<file path="config.mk">
export PLATFORM = sky130hd
export DESIGN_NAME = scal_top
export DESIGN_NICKNAME = d
export VERILOG_FILES = /design/src/verilog/scal_pkg.sv /design/src/verilog/scal_top.sv
export SDC_FILE = /design/constraint.sdc
export NUM_CORES = 1
export LEC_CHECK = 0
export CELL_PAD_IN_SITES_DETAIL_PLACEMENT = 1
export CELL_PAD_IN_SITES_GLOBAL_PLACEMENT = 2
export CORE_MARGIN = 2
export CORE_UTILIZATION = 41
export CTS_CLUSTER_SIZE = 25
export DETAILED_ROUTE_END_ITERATION = 7
export DONT_BUFFER_PORTS = 1
export GPL_TIMING_DRIVEN = 0
export PLACE_DENSITY_LB_ADDON = 0.1
export SETUP_SLACK_MARGIN = 0.5
export SLEW_MARGIN = 10
export SYNTH_ARGS = -nofsm -noshare
export SYNTH_HDL_FRONTEND = slang
export SYNTH_SLANG_ARGS = --single-unit
</file>
<file path="constraint.sdc">
create_clock -name MCLK -period 5.25 [get_ports MCLK]
set_input_delay 0.2625 -clock MCLK [delete_from_list [all_inputs] [get_ports MCLK]]
set_output_delay 0.2625 -clock MCLK [all_outputs]
set_load 0.02 [all_outputs]
</file>
<file path="src/verilog/scal_pkg.sv">
`default_nettype none
// =====================================================================
// Seek cylinder address logic: shared constants and types
// =====================================================================
package scal_pkg;

  // ===================================================================
  // Widths
  // ===================================================================
  localparam int TGT_W   = 9;
  localparam int PAR_W   = 10;
  localparam int ADDR_W  = 5;
  localparam int DATA_W  = 32;
  localparam int STRB_W  = 4;

  // ===================================================================
  // Timing
  // ===================================================================
  localparam int MCLK_PERIOD_NS = 100;
  localparam int LOAD_DELAY_NS  = 400;
  // Least time, so round up to whole cycles
  localparam int LOAD_DELAY_CYC = (LOAD_DELAY_NS + MCLK_PERIOD_NS - 1) / MCLK_PERIOD_NS;
  localparam int DLY_W          = 3;
  localparam logic [DLY_W-1:0] DLY_LAST  = 3'(LOAD_DELAY_CYC - 1);
  localparam logic [DLY_W-1:0] DLY_ZERO  = 3'h0;
  localparam logic [DLY_W-1:0] DLY_STEP  = 3'h1;

  // ===================================================================
  // Pin vector layout, all pins pass one synchroniser
  // ===================================================================
  localparam int PIN_D     = 0;
  localparam int PIN_C     = 1;
  localparam int PIN_RAMP  = 2;
  localparam int PIN_RST_N = 3;
  localparam int PIN_USEL  = 4;
  localparam int PIN_STB   = 5;
  localparam int PIN_ADR   = 6;
  localparam int PIN_W     = PIN_ADR + TGT_W;

  // ===================================================================
  // Datapath constants
  // ===================================================================
  localparam logic [TGT_W-1:0] TGT_CLEAR   = 9'h000;
  localparam logic [TGT_W-1:0] RAMP_TGT    = 9'h008;
  localparam logic [PAR_W-1:0] PAR_PRESET  = 10'h1FF;
  localparam logic [PAR_W-1:0] PAR_STEP    = 10'h001;
  localparam logic [PAR_W-1:0] RAMP_CYL    = 10'h008;
  localparam logic [5:0]       BAD_TOP6    = 6'h33;

  // ===================================================================
  // Register map, byte addresses
  // ===================================================================
  localparam logic [ADDR_W-1:0] REG_CONFIG  = 5'h00;
  localparam logic [ADDR_W-1:0] REG_STATUS  = 5'h04;
  localparam logic [ADDR_W-1:0] REG_TARGET  = 5'h08;
  localparam logic [ADDR_W-1:0] REG_PRESENT = 5'h0C;
  localparam logic [ADDR_W-1:0] REG_DIFF    = 5'h10;
  localparam int CFG_DENSITY = 0;
  localparam int ST_ACCEPT   = 0;
  localparam int ST_BAD      = 1;
  localparam int ST_RAMP     = 2;
  localparam int ST_FWD      = 3;
  localparam int ST_BUSY     = 4;
  localparam logic [1:0] RESP_OKAY   = 2'h0;
  localparam logic [1:0] RESP_SLVERR = 2'h2;

  // ===================================================================
  // Types
  // ===================================================================
  typedef enum logic [0:0] {LD_IDLE, LD_WAIT} scal_ld_t;

  // Bus slave state
  typedef struct packed {
    logic              awready;
    logic              wready;
    logic              arready;
    logic              aw_have;
    logic [ADDR_W-1:0] aw_addr;
    logic              w_have;
    logic [DATA_W-1:0] w_data;
    logic [STRB_W-1:0] w_strb;
    logic              bvalid;
    logic [1:0]        bresp;
    logic              rvalid;
    logic [DATA_W-1:0] rdata;
    logic [1:0]        rresp;
  } scal_axi_t;

  // Whole module state
  typedef struct packed {
    logic [PIN_W-1:0] s1;
    logic [PIN_W-1:0] s2;
    logic [PIN_W-1:0] s3;
    logic [PIN_W-1:0] flt;
    scal_ld_t         ld;
    logic [DLY_W-1:0] dly;
    logic [TGT_W-1:0] target;
    logic [TGT_W-1:0] tgt_out;
    logic [PAR_W-1:0] present;
    logic [PAR_W-1:0] diff;
    logic             fwd;
    logic             ramp;
    logic             accepted;
    logic             bad;
    logic             density;
    scal_axi_t        axi;
  } scal_state_t;

endpackage
`default_nettype wire

</file>
<file path="src/verilog/scal_top.sv">
`timescale 1ns/100ps
`default_nettype none
// =====================================================================
// Seek cylinder address logic
// =====================================================================
// Overview of operation
// - Target cylinder sits in nine flops fed through density selectors and gating.
// - Address lines reach the target only with unit selected and restore high.
// - At 200 tpi the address is stored straight, weight 1 in the lowest flop.
// - At 100 tpi the address shifts up one place and the lowest flop is set.
// - A valid address loads 400 ns after the synchronised strobe's leading edge is seen.
// - Restore low blocks the address gating and clears the target to zero.
// - Above 407 or 203 is invalid, decoded from six top address bits.
// - Each strobe answers with accepted for valid, interlock for invalid addresses.
// - An invalid address never loads, so the last valid target stays.
// - Ramp is ORed into the weight-8 target bit during head load or unload.
// - Ramp clears on reaching cylinder 8, then a seek to zero follows.
// - Present cylinder is a 10-bit up/down counter, low eight and top two.
// - The 512 bit meets a constant one in the adder against overshoot.
// - Count pulses and direction come from two phase signals, four tracks a cycle.
// - First phase leading means forward, lagging means reverse.
// - Every transition of one phase alone gives one count; both at once give none.
// - Counter is one's complement: forward decrements, reverse increments.
// - Restore low presets nine low counter bits to ones and stops counting.
// - Counter works the same in both densities.
// - Target plus counter gives the signed track difference for the seek.
module scal_top (
  input  wire logic                           MCLK,
  input  wire logic                           ARST_N,
  input  wire logic [scal_pkg::TGT_W-1:0]     CYL_ADDR,
  input  wire logic                           CYL_STROBE,
  input  wire logic                           UNIT_SELECTED,
  input  wire logic                           RESTORE_N,
  input  wire logic                           RAMP_START,
  input  wire logic                           PHASE_C,
  input  wire logic                           PHASE_D,
  output var  logic [scal_pkg::TGT_W-1:0]     TARGET_CYL,
  output var  logic [scal_pkg::PAR_W-1:0]     PRESENT_CYL,
  output var  logic [scal_pkg::PAR_W-1:0]     TRACK_DIFF,
  output var  logic                           SEEK_FORWARD,
  output var  logic                           RAMP_ACTIVE,
  output var  logic                           TARGET_ACCEPTED,
  output var  logic                           BAD_TARGET_INTERLOCK,
  input  wire logic [scal_pkg::ADDR_W-1:0]    S_AXI_AWADDR,
  input  wire logic                           S_AXI_AWVALID,
  output var  logic                           S_AXI_AWREADY,
  input  wire logic [scal_pkg::DATA_W-1:0]    S_AXI_WDATA,
  input  wire logic [scal_pkg::STRB_W-1:0]    S_AXI_WSTRB,
  input  wire logic                           S_AXI_WVALID,
  output var  logic                           S_AXI_WREADY,
  output var  logic [1:0]                     S_AXI_BRESP,
  output var  logic                           S_AXI_BVALID,
  input  wire logic                           S_AXI_BREADY,
  input  wire logic [scal_pkg::ADDR_W-1:0]    S_AXI_ARADDR,
  input  wire logic                           S_AXI_ARVALID,
  output var  logic                           S_AXI_ARREADY,
  output var  logic [scal_pkg::DATA_W-1:0]    S_AXI_RDATA,
  output var  logic [1:0]                     S_AXI_RRESP,
  output var  logic                           S_AXI_RVALID,
  input  wire logic                           S_AXI_RREADY
);
  import scal_pkg::*;

  // ===================================================================
  // Functions
  // ===================================================================

  // Glitch filter: a bit moves only when stages two and three agree
  function automatic logic [PIN_W-1:0] pin_filter(
    input logic [PIN_W-1:0] s2,
    input logic [PIN_W-1:0] s3,
    input logic [PIN_W-1:0] flt
  );
    pin_filter = (s2 & s3) | (flt & (s2 | s3));
  endfunction

  // Density routing of the gated address into the nine target stages
  function automatic logic [TGT_W-1:0] route_addr(
    input logic [TGT_W-1:0] adr,
    input logic             low_dens
  );
    if (low_dens) begin
      route_addr = {adr[TGT_W-2:0], 1'b1};
    end else begin
      route_addr = adr;
    end
  endfunction

  // Only the six top bits are looked at, so the limit is a multiple
  function automatic logic addr_invalid(
    input logic [TGT_W-1:0] adr,
    input logic             low_dens
  );
    if (low_dens) begin
      addr_invalid = adr[TGT_W-1] || (adr[TGT_W-2:2] >= BAD_TOP6);
    end else begin
      addr_invalid = adr[TGT_W-1:3] >= BAD_TOP6;
    end
  endfunction

  // Target plus one's complement present, end-around carry
  function automatic logic [PAR_W:0] track_sum(
    input logic [TGT_W-1:0] tgt,
    input logic [PAR_W-1:0] par
  );
    logic [PAR_W:0]   raw;
    logic [PAR_W-1:0] fold;
    raw  = {2'b01, tgt} + {1'b0, par};
    fold = raw[PAR_W-1:0] + {{(PAR_W-1){1'b0}}, raw[PAR_W]};
    track_sum = {raw[PAR_W], fold};
  endfunction

  // Read data for one aligned word
  function automatic logic [DATA_W+1:0] reg_read(
    input logic [ADDR_W-1:0] adr,
    input scal_state_t       st
  );
    logic [DATA_W-1:0] d;
    logic [1:0]        r;
    d = '0;
    r = RESP_OKAY;
    case (adr)
      REG_CONFIG: begin
        d[CFG_DENSITY] = st.density;
      end
      REG_STATUS: begin
        d[ST_ACCEPT] = st.accepted;
        d[ST_BAD]    = st.bad;
        d[ST_RAMP]   = st.ramp;
        d[ST_FWD]    = st.fwd;
        d[ST_BUSY]   = (st.ld == LD_WAIT);
      end
      REG_TARGET: begin
        d[TGT_W-1:0] = st.tgt_out;
      end
      REG_PRESENT: begin
        d[PAR_W-1:0] = st.present;
      end
      REG_DIFF: begin
        d[PAR_W-1:0] = st.diff;
      end
      default: begin
        r = RESP_SLVERR;
      end
    endcase
    reg_read = {r, d};
  endfunction

  // ===================================================================
  // State
  // ===================================================================
  scal_state_t      q_r;
  scal_state_t      q_nxt;
  logic [PIN_W-1:0] pins;

  // Every pin comes from outside the clock domain
  assign pins = {CYL_ADDR, CYL_STROBE, UNIT_SELECTED, RESTORE_N,
                 RAMP_START, PHASE_C, PHASE_D};

  // ===================================================================
  // Next state
  // ===================================================================
  always_comb begin
    logic [PIN_W-1:0]  fl;
    logic              stb_rise;
    logic              ramp_rise;
    logic              rst_n;
    logic              gate_en;
    logic [TGT_W-1:0]  gated;
    logic              c_n;
    logic              d_n;
    logic              c_chg;
    logic              d_chg;
    logic              fwd_move;
    logic [PAR_W:0]    sum;
    logic [DATA_W+1:0] rd;
    fl        = '0;
    stb_rise  = 1'b0;
    ramp_rise = 1'b0;
    rst_n     = 1'b0;
    gate_en   = 1'b0;
    gated     = '0;
    c_n       = 1'b0;
    d_n       = 1'b0;
    c_chg     = 1'b0;
    d_chg     = 1'b0;
    fwd_move  = 1'b0;
    sum       = '0;
    rd        = '0;
    q_nxt     = q_r;

    // Three stage synchroniser; stage one feeds only stage two
    q_nxt.s1  = pins;
    q_nxt.s2  = q_r.s1;
    q_nxt.s3  = q_r.s2;
    fl        = pin_filter(q_r.s2, q_r.s3, q_r.flt);
    q_nxt.flt = fl;

    stb_rise  = fl[PIN_STB] && !q_r.flt[PIN_STB];
    ramp_rise = fl[PIN_RAMP] && !q_r.flt[PIN_RAMP];
    rst_n     = fl[PIN_RST_N];

    // Input gating ahead of the selectors
    gate_en = fl[PIN_USEL] && rst_n;
    gated   = gate_en ? fl[PIN_ADR +: TGT_W] : TGT_CLEAR;

    // Load delay; a fresh strobe restarts it
    case (q_r.ld)
      LD_IDLE: begin
        if (stb_rise) begin
          q_nxt.ld  = LD_WAIT;
          q_nxt.dly = DLY_LAST;
        end
      end
      LD_WAIT: begin
        if (stb_rise) begin
          q_nxt.dly = DLY_LAST;
        end else if (q_r.dly != DLY_ZERO) begin
          q_nxt.dly = q_r.dly - DLY_STEP;
        end else begin
          q_nxt.ld = LD_IDLE;
          // Address must still be steady here, the pins are not latched
          if (addr_invalid(gated, q_r.density)) begin
            q_nxt.bad = 1'b1;
          end else begin
            q_nxt.target   = route_addr(gated, q_r.density);
            q_nxt.accepted = 1'b1;
          end
        end
      end
      default: begin
        q_nxt.ld = LD_IDLE;
      end
    endcase

    // Answers of the previous strobe drop at the next one
    if (stb_rise) begin
      q_nxt.accepted = 1'b0;
      q_nxt.bad      = 1'b0;
    end

    // Restore wins over any load in the same cycle
    if (!rst_n) begin
      q_nxt.target = TGT_CLEAR;
    end

    // Quadrature decode, C leading D means forward
    c_n      = fl[PIN_C];
    d_n      = fl[PIN_D];
    c_chg    = c_n ^ q_r.flt[PIN_C];
    d_chg    = d_n ^ q_r.flt[PIN_D];
    fwd_move = c_chg ? (c_n ^ d_n) : !(c_n ^ d_n);

    // Same counter for both densities; double step is ignored
    if (!rst_n) begin
      q_nxt.present = PAR_PRESET;
    end else if (c_chg ^ d_chg) begin
      if (fwd_move) begin
        q_nxt.present = q_r.present - PAR_STEP;
      end else begin
        q_nxt.present = q_r.present + PAR_STEP;
      end
    end

    // Ramp ends at cylinder 8; a new start wins over the end
    if (ramp_rise) begin
      q_nxt.ramp = 1'b1;
    end else if (q_r.ramp && (~q_r.present[TGT_W-1:0] == RAMP_CYL[TGT_W-1:0])) begin
      q_nxt.ramp = 1'b0;
    end

    // Target seen by the adder, ramp forced into weight 8
    q_nxt.tgt_out = q_nxt.target | (q_nxt.ramp ? RAMP_TGT : TGT_CLEAR);
    sum           = track_sum(q_nxt.tgt_out, q_nxt.present);
    q_nxt.fwd     = sum[PAR_W];
    q_nxt.diff    = sum[PAR_W-1:0];

    // ================================================================
    // AXI4-Lite write side, address and data in either order
    // ================================================================
    if (S_AXI_AWVALID && q_r.axi.awready) begin
      q_nxt.axi.aw_have = 1'b1;
      q_nxt.axi.aw_addr = S_AXI_AWADDR;
    end
    if (S_AXI_WVALID && q_r.axi.wready) begin
      q_nxt.axi.w_have = 1'b1;
      q_nxt.axi.w_data = S_AXI_WDATA;
      q_nxt.axi.w_strb = S_AXI_WSTRB;
    end
    if (q_r.axi.bvalid && S_AXI_BREADY) begin
      q_nxt.axi.bvalid = 1'b0;
    end
    if (q_nxt.axi.aw_have && q_nxt.axi.w_have && !q_nxt.axi.bvalid) begin
      q_nxt.axi.aw_have = 1'b0;
      q_nxt.axi.w_have  = 1'b0;
      q_nxt.axi.bvalid  = 1'b1;
      if (q_nxt.axi.aw_addr == REG_CONFIG) begin
        q_nxt.axi.bresp = RESP_OKAY;
        if (q_nxt.axi.w_strb[0]) begin
          q_nxt.density = q_nxt.axi.w_data[CFG_DENSITY];
        end
      end else begin
        // Read-only or unmapped word
        q_nxt.axi.bresp = RESP_SLVERR;
      end
    end
    q_nxt.axi.awready = !q_nxt.axi.aw_have && !q_nxt.axi.bvalid;
    q_nxt.axi.wready  = !q_nxt.axi.w_have && !q_nxt.axi.bvalid;

    // ================================================================
    // AXI4-Lite read side, one read under way at a time
    // ================================================================
    if (q_r.axi.rvalid && S_AXI_RREADY) begin
      q_nxt.axi.rvalid = 1'b0;
    end
    if (S_AXI_ARVALID && q_r.axi.arready) begin
      rd               = reg_read(S_AXI_ARADDR, q_r);
      q_nxt.axi.rvalid = 1'b1;
      q_nxt.axi.rdata  = rd[DATA_W-1:0];
      q_nxt.axi.rresp  = rd[DATA_W+1:DATA_W];
    end
    q_nxt.axi.arready = !q_nxt.axi.rvalid;
  end

  // ===================================================================
  // Registers
  // ===================================================================
  always_ff @(posedge MCLK or negedge ARST_N) begin
    if (!ARST_N) begin
      q_r <= '0;
    end else begin
      q_r <= q_nxt;
    end
  end

  // ===================================================================
  // Outputs, all straight from flops
  // ===================================================================
  assign TARGET_CYL           = q_r.tgt_out;
  assign PRESENT_CYL          = q_r.present;
  assign TRACK_DIFF           = q_r.diff;
  assign SEEK_FORWARD         = q_r.fwd;
  assign RAMP_ACTIVE          = q_r.ramp;
  assign TARGET_ACCEPTED      = q_r.accepted;
  assign BAD_TARGET_INTERLOCK = q_r.bad;
  assign S_AXI_AWREADY        = q_r.axi.awready;
  assign S_AXI_WREADY         = q_r.axi.wready;
  assign S_AXI_BRESP          = q_r.axi.bresp;
  assign S_AXI_BVALID         = q_r.axi.bvalid;
  assign S_AXI_ARREADY        = q_r.axi.arready;
  assign S_AXI_RDATA          = q_r.axi.rdata;
  assign S_AXI_RRESP          = q_r.axi.rresp;
  assign S_AXI_RVALID         = q_r.axi.rvalid;

endmodule
`default_nettype wire

</file>
==> flow_summary.toml, run 1 <==
[outcome]
status = "completed"

[floorplanning]
start_util_pct = 42.2
die-area_sq_mm = 0.0154
die_x_microns = 124
io_pins = 142
row_count = 43
core_region_area_sq_mm = 0.0140
die_h_microns = 124

[place]
dp_hpwl_mm = 9.64
pre_cts_slack_ns = -0.0247
io_buffers = 0
gp_congestion = 0.767
placed_cell_area_sq_mm = 0.00623

[setup_path]
cp_max_fo = 7
cp.arrival_ns = 4.98
required_ns = 5.54
startpoint_type = "flop"
crit_type = "reg -> reg"
slowest_delay_ns = 0.38
cp_slowest_cell = "dfrtp_1"
path_cells = "maj3_2 > xnor2_4 > buf_6 > buf_4 > ha_1 > inv_2 > xnor2_1 > o211ai_1 > ha_1 > buf_6 > a21o_1 > a221oi_4 > o21bai_1 > a21o_1 > a21oi_1 > nand2_1 > ha_2 > and3_4 > nor3b_4 > nand4b_1 > nor2_1 > and2_1 > xor3_1"
worst_setup_path_end_kind = "flop"

[final_layout]
area_delta_synth_final_pct = 25.4
antenna_cells = 0
utilization_pct = 53.0
layout_commonest_cell = "dfrtp_1"
final_cell_mix = "dfrtp_1 (125), buf_4 (88), nand2_1 (42), conb_1 (24), nor2_1 (22)"
n_fill_cell = 1477
nNetsFinal = 690
drive_gt1_share_pct = 28.9
seqCellArea_sq_mm = 0.00313
multi_input_area_sq_mm = 0.00246
fin_area_sq_mm = 0.00741

[synthesis]
synthArstFlopShare_pct = 100
yosysSeqAreaShare_pct = 53.0
synth_area_per_cell_sq_um = 11.5
synthCells = 512
synth_area_sq_mm = 0.00591
synth_cell_type_count = 58
ys.flop_type = "dfrtp_1"
synth-edff-count = 0
ys_ff_latch = 125
ys_warn_count = 0

[global_routing]
grt_pass1_vias = 4252
grt_pass1_wl_mm = 22.0
antenna_found_initial = 0
grtUsageTotal_pct = 19.2
grt_max_degree = 126
grt_overflow = 0

[pwr]
pwr-share-seq_pct = 33.7
ir_drop_v = 0.000261
p_comb_share_pct = 36.5
fin_total_pwr_mw = 3.98
leakage_nw = 3.36
power.internal_mw = 2.61
p_clk_share_pct = 29.8
switching_share_pct = 34.4
p_switching_mw = 1.37
power_density_mw_per_mm2 = 537

[sta]
fmax_mhz = 213
fin_ws_ns = 0.557
slew_headroom_pct = 35.5
skew_ns = 0.00688
finalCritPeriodShare_pct = 89.4
timing.setup.tns_ns = 0
tightest_slew_ns = 0.965
drv_slew = 0
hold_viol_final = 0
rsz0062_at_grt = "yes"
final-setup-viol-count = 0
period_needed_ns = 4.69

[drt]
avgRoutedWirePerCell_microns = 17.5
drt_iter0_markers = 151
first_pass_iters = 4
vias = 4030
antenna_left = 0
via_per_inst = 5.09
drcViolationCount = 0
finalWirelength_mm = 13.9

[job]
maxCapViolCount = 0

[clock_network]
cts_max_level = 4
clk_pin_slew_worst_paths_ns = 0.06
cts_tree = "built"
max-clock-path-buffers = 2
cts-root-buf = "clkbuf_16"
clk_latency_ns = 0.41
cts.sink_count = 125
numCtsBuffers = 17

[hold_path]
hold_path.class = "in -> reg"
## layout make-up
| class | instances | share of cell area, % |
|---|---|---|
| buffer | 75 | 7.26 |
| inverter | 11 | 0.557 |
| tap | 180 | 3.04 |
| multi-input combinational | 324 | 33.2 |
| sequential | 125 | 42.2 |
| clock inverter | 11 | 1.91 |
| clock buffer | 21 | 6.22 |
| timing repair buffer | 45 | 5.59 |
## synth_stat cells, types with 2 or more instances
cell / instances / share of area [%]
ha_1: 21 / 4.4
a22oi_1: 5 / 0.64
dfrtp_1: 125 / 53
nand2_1: 43 / 2.7
clkbuf_1: 7 / 0.44
a31oi_1: 2 / 0.21
nand4_1: 3 / 0.32
mux2i_1: 9 / 1.5
o211ai_1: 7 / 0.89
maj3_2: 2 / 0.38
inv_1: 11 / 0.70
nor3_1: 8 / 0.68
and2_1: 2 / 0.21
buf_1: 2 / 0.13
xor2_1: 13 / 1.9
a21o_1: 11 / 1.4
a211oi_1: 6 / 0.76
fa_1: 2 / 0.68
o21a_1: 3 / 0.38
nor2b_1: 6 / 0.64
xnor2_1: 9 / 1.3
nor2_1: 22 / 1.4
and3_1: 4 / 0.42
o21ai_0: 23 / 1.9
a222oi_1: 4 / 0.68
maj3_1: 12 / 2.0
o21bai_1: 8 / 1.0
a21oi_2: 2 / 0.30
o31ai_1: 5 / 0.64
nand2b_1: 4 / 0.42
a21oi_1: 10 / 0.85
nand3_1: 14 / 1.2
mux2_2: 18 / 3.4
buf_4: 65 / 8.3
## worst paths after layout
kind                                       from                    endpoint  slack, ns  depth (start not counted)
hold / removal                   S_AXI_WDATA[0]           q_r[42]$_DFF_PN0_       0.02                          1
setup / recovery             q_r[131]$_DFF_PN0_     TRACK_DIFF[9]$_DFF_PN0_       0.56                         23
max in group asynchronous                ARST_N        q_nxt[154]$_DFF_PN0_       4.27                          2
setup reg to reg             q_r[131]$_DFF_PN0_     TRACK_DIFF[9]$_DFF_PN0_       0.56                         23
min in group asynchronous                ARST_N  S_AXI_RDATA[5]$_DFFE_PN0P_       0.45                          2
hold reg to reg            q_nxt[174]$_DFF_PN0_        q_nxt[159]$_DFF_PN0_       0.34                          0
## stage by stage
stage / cells / hold slack, ns
after floorplan: 535 / -0.0331
after global placement: 715 / -0.0299
after detailed placement: 715 / -0.0299
after CTS: 781 / 0.00428
after global routing: 792 / 0.00744
final: 792 / 0.0232
## metal layers
metal  track usage, %  part of all wire, %  vias up
met5                0                    0        -
met4             6.60                  1.5        0
met3             5.36                  5.5       18
met2             31.7                   49       94
met1             24.5                   44     2031
li1                 -                    -     1887
## flip-flops by register name, summed over array words and instances, names as in the netlist
| signal | count |
|---|---|
| BAD_TARGET_INTERLOCK | 1 |
| PRESENT_CYL | 10 |
| RAMP_ACTIVE | 1 |
| SEEK_FORWARD | 1 |
| S_AXI_ARREADY | 1 |
| S_AXI_AWREADY | 1 |
| S_AXI_BRESP | 1 |
| S_AXI_BVALID | 1 |
| S_AXI_RDATA | 10 |
| S_AXI_RRESP | 1 |
| S_AXI_RVALID | 1 |
| S_AXI_WREADY | 1 |
| TARGET_ACCEPTED | 1 |
| TARGET_CYL | 8 |
| TRACK_DIFF | 10 |
| q_nxt | 30 |
| q_r | 46 |
## cells by family (layout without fill, tap and decap cells)
logic type / after synthesis / in the layout / share of synthesized area [%]
other: 1 / 24 / 0.0635
buffers and inverters: 86 / 163 / 9.62
adder cells (fa/ha/maj): 37 / 37 / 7.54
flip-flops: 125 / 125 / 53.0
XOR/XNOR: 24 / 24 / 3.94
multiplexers: 28 / 28 / 5.21
AO/OA/AOI/OAI: 96 / 96 / 11.4
AND/OR/NAND/NOR: 115 / 115 / 9.30
## worst max-delay path, delay by kind of cell (launching register included)
| kind | cells | cell delay (ns) |
|---|---|---|
| fa+ha+maj | 4 | 1.12 |
| compound gates | 6 | 1.18 |
| buf+inv | 4 | 0.53 |
| flops | 1 | 0.38 |
| simple gates | 6 | 0.82 |
| xor+xnor | 3 | 0.53 |
## power by group through the flow
stage	combinational, mW	clock (mW)	sequential, mW
floorplan	1.00	0	1.29
global placement	1.17	0	1.34
finish	1.45	1.19	1.34
CTS	1.32	1.22	1.34
global route	1.60	1.26	1.36
detailed placement	1.20	0	1.35
## what timing repair did
| action | CTS | global route |
|---|---|---|
| hold buffers | 22 | 0 |
| resized for setup | 21 | 19 |
| setup buffers | 12 | 11 |
| setup endpoints to repair | 8 | 3 |
| pin swaps | 12 | 15 |
| endpoints found under the hold margin | 145 | 0 |
(Power assumes the default switching activity.)
==> inputs of run 2 (changes only) <==
--- a/config.mk
+++ b/config.mk
@@ -15,5 +15,7 @@
 export GPL_TIMING_DRIVEN = 0
 export PLACE_DENSITY_LB_ADDON = 0.1
+export RECOVER_POWER = 25
 export SETUP_SLACK_MARGIN = 0.5
+export SKIP_LAST_GASP = 1
 export SLEW_MARGIN = 10
 export SYNTH_ARGS = -nofsm -noshare
==> constraint.sdc (replaced) <==
create_clock -name MCLK -period 5.25 [get_ports MCLK]
set_input_delay 0.7875 -clock MCLK [delete_from_list [all_inputs] [get_ports MCLK]]
set_output_delay 0.7875 -clock MCLK [all_outputs]
set_load 0.02 [all_outputs]
==> run 2 against run 1 <==
Effect of this change: sequential power about the same; global-route usage fell by 0.39 points; critical path type unchanged; routed wire length decreased by 1.5%; sequential share of layout area increased by 1.4 points; non-clock buffer count decreased by 22; cell area shrank 3.2%; first-iteration DRC count increased by 24%; worst hold slack improved by 0.042 ns; clock power barely moved; die area stayed put.
==> flow_summary.toml, run 2 (synthesis results as in run 1) <==
[outcome]
status = "completed"

[floorplanning]
row_count = 43
die_x_microns = 124
die_h_microns = 124
start_util_pct = 42.2
core_region_area_sq_mm = 0.0140
die-area_sq_mm = 0.0154
io_pins = 142

[sta]
final-setup-viol-count = 0
finalCritPeriodShare_pct = 89.2
tightest_slew_ns = 0.978
fmax_mhz = 213
hold_viol_final = 0
hold_ws_ns = 0.0654
slew_headroom_pct = 34.7
drv_slew = 0
skew_ns = 0.00823
period_needed_ns = 4.68
rsz0062_at_grt = "yes"

[setup_path]
r2r-start = "q_r[131]$_DFF_PN0_"
reg2reg_slack_ns = 0.57
crit_type = "reg -> reg"
path_cells = "maj3_2 > xnor2_4 > buf_6 > buf_4 > ha_1 > inv_2 > xnor2_1 > o211ai_1 > ha_1 > buf_6 > a21o_1 > a221oi_4 > o21bai_1 > a21o_1 > a21oi_1 > nand2_1 > ha_2 > and3_4 > nor3b_4 > nand4b_1 > nor2_1 > and2_1 > xor3_1"
reg2reg_to = "TRACK_DIFF[9]$_DFF_PN0_"
slowest_delay_ns = 0.38
worst_setup_path_end_kind = "flop"
cp.arrival_ns = 4.97
startpoint_type = "flop"
required_ns = 5.54
cp_max_fo = 7
cp_slowest_cell = "dfrtp_1"
r2r.worst_path.cells = 23

[global_routing]
grtUsageTotal_pct = 18.9
grt_max_degree = 126
grt_pass1_vias = 4123
grt_pass1_wl_mm = 21.5
antenna_found_initial = 0
grt_overflow = 0

[clock_network]
cts_hold_buf = 0
clk_pin_slew_worst_paths_ns = 0.06
cts_max_level = 4
max-clock-path-buffers = 2
clk_latency_ns = 0.41
cts_tree = "built"
cts.sink_count = 125
numCtsBuffers = 17
cts-root-buf = "clkbuf_16"

[final_layout]
largest_reg_flops = 46
utilization_pct = 51.3
top_register = "q_r"
layout_commonest_cell = "dfrtp_1"
drive_gt1_share_pct = 29.8
final_cells = 770
final_cell_mix = "dfrtp_1 (125), buf_4 (88), nand2_1 (42), conb_1 (24)"
nNetsFinal = 668
n_fill_cell = 1480
area_delta_synth_final_pct = 21.4
antenna_cells = 0

[drt]
avgRoutedWirePerCell_microns = 17.8
drt_iter0_markers = 187
antenna_left = 0
drcViolationCount = 0
via_per_inst = 5.14
first_pass_iters = 4
finalWirelength_mm = 13.7
vias = 3960

[pwr]
power.internal_mw = 2.59
ir_drop_v = 0.000260
pwr-share-seq_pct = 34.0
power_density_mw_per_mm2 = 550
switching_share_pct = 34.2
p_comb_share_pct = 36.0
p_clk_share_pct = 30.0
leakage_nw = 3.26
p_switching_mw = 1.35

[job]
maxCapViolCount = 0

[place]
gp_congestion = 0.767
io_buffers = 0
dp_hpwl_mm = 9.64
placed_cells = 715

[hold_path]
hold_path.class = "in -> async"
==> run 2: cell count changes in the layout (fill, tap and decap cells not counted), sizes merged <==
cell         delta
buf             -1
dlygate4sd3    -21
==> run 2: final cells by class <==
type / instances / area (sq um) / share of cell area, %
plain buffers: 75 / 538 / 7.50
well taps: 180 / 225 / 3.14
multi-input cells: 324 / 2460 / 34.3
clock buffers: 21 / 460 / 6.42
clock inverters: 11 / 141 / 1.97
inverters: 11 / 41.3 / 0.576
repair buffers: 23 / 176 / 2.46
flip-flops and latches: 125 / 3130 / 43.6
==> run 2: worst max-delay path, delay by kind of cell (launching register included) <==
kind	cells	cell delay, ns
adders and majority gates	4	1.12
xor gates and xnor gates	3	0.53
and+or+nand+nor	6	0.82
DFF	1	0.38
AOI/OAI and AO/OA	6	1.17
buffers and inverters	4	0.53
==> run 2: metal layers <==
metal / GRT usage (%) / routed length [microns]
met1: 24.1 / 5920
met2: 30.6 / 6720
met3: 5.54 / 841
met4: 6.60 / 212
met5: 0 / 0
==> run 2: stage by stage <==
stage          power [mW]  area (sq um)  setup TNS (ns)  setup WS, ns
3_3_place_gp         2.51          6230               0        0.0649
3_5_place_dp         2.55          6230         -0.0247       -0.0247
6_report             3.94          7170               0         0.565
4_1_cts              3.84          7010               0         0.528
2_1_floorplan        2.29          6000               0         0.624
5_1_grt              4.18          7170               0         0.307
==> run 2: worst max path at each step <==
stage | start | endpoint | slack [ns] | cells past startpoint
after floorplan | q_r[131]$_DFF_PN0_ | TRACK_DIFF[9]$_DFF_PN0_ | 0.62 | 22
after global placement | q_r[131]$_DFF_PN0_ | TRACK_DIFF[9]$_DFF_PN0_ | 0.06 | 22
after detailed placement | q_r[131]$_DFF_PN0_ | TRACK_DIFF[9]$_DFF_PN0_ | -0.02 | 22
after CTS | q_nxt[146]$_DFF_PN0_ | TRACK_DIFF[9]$_DFF_PN0_ | 0.53 | 23
after global routing | q_nxt[146]$_DFF_PN0_ | TRACK_DIFF[9]$_DFF_PN0_ | 0.31 | 21
final | q_r[131]$_DFF_PN0_ | TRACK_DIFF[9]$_DFF_PN0_ | 0.57 | 23
==> run 2: power groups by stage <==
| stage | combinational (mW) | clock (mW) | sequential [mW] |
|---|---|---|---|
| finish | 1.42 | 1.18 | 1.34 |
| global route | 1.56 | 1.26 | 1.36 |
| CTS | 1.29 | 1.22 | 1.34 |
| detailed placement | 1.20 | 0 | 1.35 |
| global placement | 1.17 | 0 | 1.34 |
| floorplan | 1.00 | 0 | 1.29 |
==> run 2: what timing repair did <==
action / in CTS / in global routing
gates resized for setup: 21 / 18
buffers inserted: 12 / 11
hold endpoints to repair: 0 / 0
setup endpoints to repair: 8 / 3
gates cloned: 0 / 0
pin swaps: 12 / 15
==> inputs of run 3 (changes only) <==
Settings changed: RECOVER_POWER 25 to unset.
Clock period 5.25 ns to 4.5 ns, I/O delays scaled along.
==> run 3 against run 2 <==
Effect of this change: largest power group unchanged; routed wire length rose by 1.5%; the run now ends with negative setup slack left; highest routed layer unchanged; sequential share of layout area fell by 1.7 points; clock power rose by 39%; largest cell class unchanged.
==> flow_summary.toml, run 3 (synthesis results as in run 1) <==
[final_layout]
drive_gt1_share_pct = 32.0
n_fill_cell = 1478
fin_area_sq_mm = 0.00746
seqCellArea_sq_mm = 0.00313
antenna_cells = 0
layout_commonest_cell = "dfrtp_1"
nNetsFinal = 684
top_register = "q_r"
area_delta_synth_final_pct = 26.2
multi_input_area_sq_mm = 0.00247
final_cell_mix = "dfrtp_1 (125), buf_4 (98), nand2_1 (40), conb_1 (24)"
largest_reg_flops = 46

[global_routing]
grt_max_degree = 126
grt_pass1_wl_mm = 22.2
grtUsageTotal_pct = 19.5
grt_overflow = 0
grt_pass1_vias = 4242
antenna_found_initial = 0

[job]
maxCapViolCount = 0

[floorplanning]
row_count = 43
io_pins = 142
die_h_microns = 124
die-area_sq_mm = 0.0154
die_x_microns = 124
start_util_pct = 42.2
core_region_area_sq_mm = 0.0140

[setup_path]
crit_start = "q_r[131]$_DFF_PN0_"
r2r-start = "q_r[131]$_DFF_PN0_"
startpoint_type = "flop"
path_cells = "maj3_2 > xnor2_4 > fa_2 > a21o_1 > a21oi_2 > xnor2_1 > o211ai_1 > ha_1 > clkbuf_8 > a21o_1 > a221oi_2 > o21bai_1 > a21o_1 > a21oi_2 > nand2_2 > ha_4 > and3_4 > nor3b_4 > nand4b_1 > nor2_1 > and2_1 > xor3_1"
slowest_delay_ns = 0.38
crit_type = "reg -> reg"
cp.arrival_ns = 5.06
required_ns = 4.79
worst_setup_path_end_kind = "flop"
path_common_cell = "a21o_1"
cp_max_fo = 5
cp_slowest_cell = "dfrtp_1"

[hold_path]
hold_path.class = "in -> async"

[outcome]
violations = "negative setup slack"
status = "complete, but fails checks"

[drt]
first_pass_iters = 5
finalWirelength_mm = 13.9
vias = 4062
drcViolationCount = 0
antenna_left = 0
via_per_inst = 5.17
drt_iter0_markers = 124
avgRoutedWirePerCell_microns = 17.7

[sta]
tightest_slew_ns = 0.963
slew_headroom_pct = 35.6
finalCritPeriodShare_pct = 106
drv_slew = 0
hold_ws_ns = 0.187
skew_ns = 0.00536
fmax_mhz = 210
fin_ws_ns = -0.268
hold_viol_final = 0
period_needed_ns = 4.77
final-setup-viol-count = 7
rsz0062_at_grt = "yes"

[place]
pre_cts_slack_ns = -0.466
gp_congestion = 0.759
io_buffers = 0
dp_hpwl_mm = 9.62
placed_cell_area_sq_mm = 0.00629

[clock_network]
clk_latency_ns = 0.42
cts_tree = "built"
cts.sink_count = 125
numCtsBuffers = 17
cts_max_level = 4
clk_pin_slew_worst_paths_ns = 0.06
max-clock-path-buffers = 2
cts-root-buf = "clkbuf_16"

[pwr]
leakage_nw = 3.42
power_density_mw_per_mm2 = 681
ir_drop_v = 0.000441
==> run 3: critical path, delay by kind of cell, from the launching register on <==
family,cells,cell delay [ns]
xor gates and xnor gates,3,0.47
adders and majority gates,4,1.21
AOI/OAI and AO/OA,8,1.64
buffers and inverters,1,0.15
DFF,1,0.38
and+or+nand+nor,6,0.80
==> run 3: layer usage <==
layer / part of all wire (%) / GRT usage (%) / up-vias
met2: 49 / 31.9 / 118
met3: 6.4 / 6.59 / 23
li1: - / - / 1879
met4: 1.8 / 6.74 / 0
met1: 43 / 24.1 / 2042
met5: 0 / 0 / -
==> run 3: power by group <==
part | switching [mW] | internal, mW | total [mW]
clock network | 0.491 | 1.15 | 1.64
registers | 0.208 | 1.35 | 1.55
logic | 0.961 | 0.919 | 1.88
==> run 3: path summary, 6_finish.rpt <==
| kind | end | slack, ns | cells after the start |
|---|---|---|---|
| max | TRACK_DIFF[9]$_DFF_PN0_ | -0.27 | 22 |
| min | S_AXI_RDATA[7]$_DFFE_PN0P_ | 0.19 | 1 |
| max reg2reg | TRACK_DIFF[9]$_DFF_PN0_ | -0.27 | 22 |
| min reg2reg | q_nxt[147]$_DFF_PN0_ | 0.35 | 0 |
| max in group asynchronous | q_r[146]$_DFF_PN0_ | 3.81 | 1 |
| min in group MCLK | q_nxt[175]$_DFF_PN0_ | 0.28 | 0 |
==> run 3: repair_timing <==
item	in CTS	in global routing
pin swaps	9	10
endpoints found under the hold margin	125	0
hold buffers	1	0
resized for setup	20	14
setup endpoints to repair	10	10
setup buffers	27	11
==> run 3: metrics by stage <==
stage | power [mW] | utilization [%] | std cells | setup TNS, ns
final | 5.08 | 53.3 | 786 | -0.865
after global routing | 5.38 | 53.3 | 786 | -2.68
after CTS | 4.95 | 52.2 | 775 | -0.113
after detailed placement | 3.02 | 45.0 | 715 | -1.35
after global placement | 2.98 | 45.0 | 715 | -1.10
after floorplan | 2.71 | - | 535 | 0
==> run 3: final cells by class <==
type | instances | area share [%]
plain buffers | 75 | 7.28
clock buffers | 22 | 6.49
clock inverters | 10 | 3.10
inverters | 11 | 0.554
multi-input cells | 324 | 33.1
flip-flops and latches | 125 | 42.0
well taps | 180 | 3.02
repair buffers | 39 | 4.45
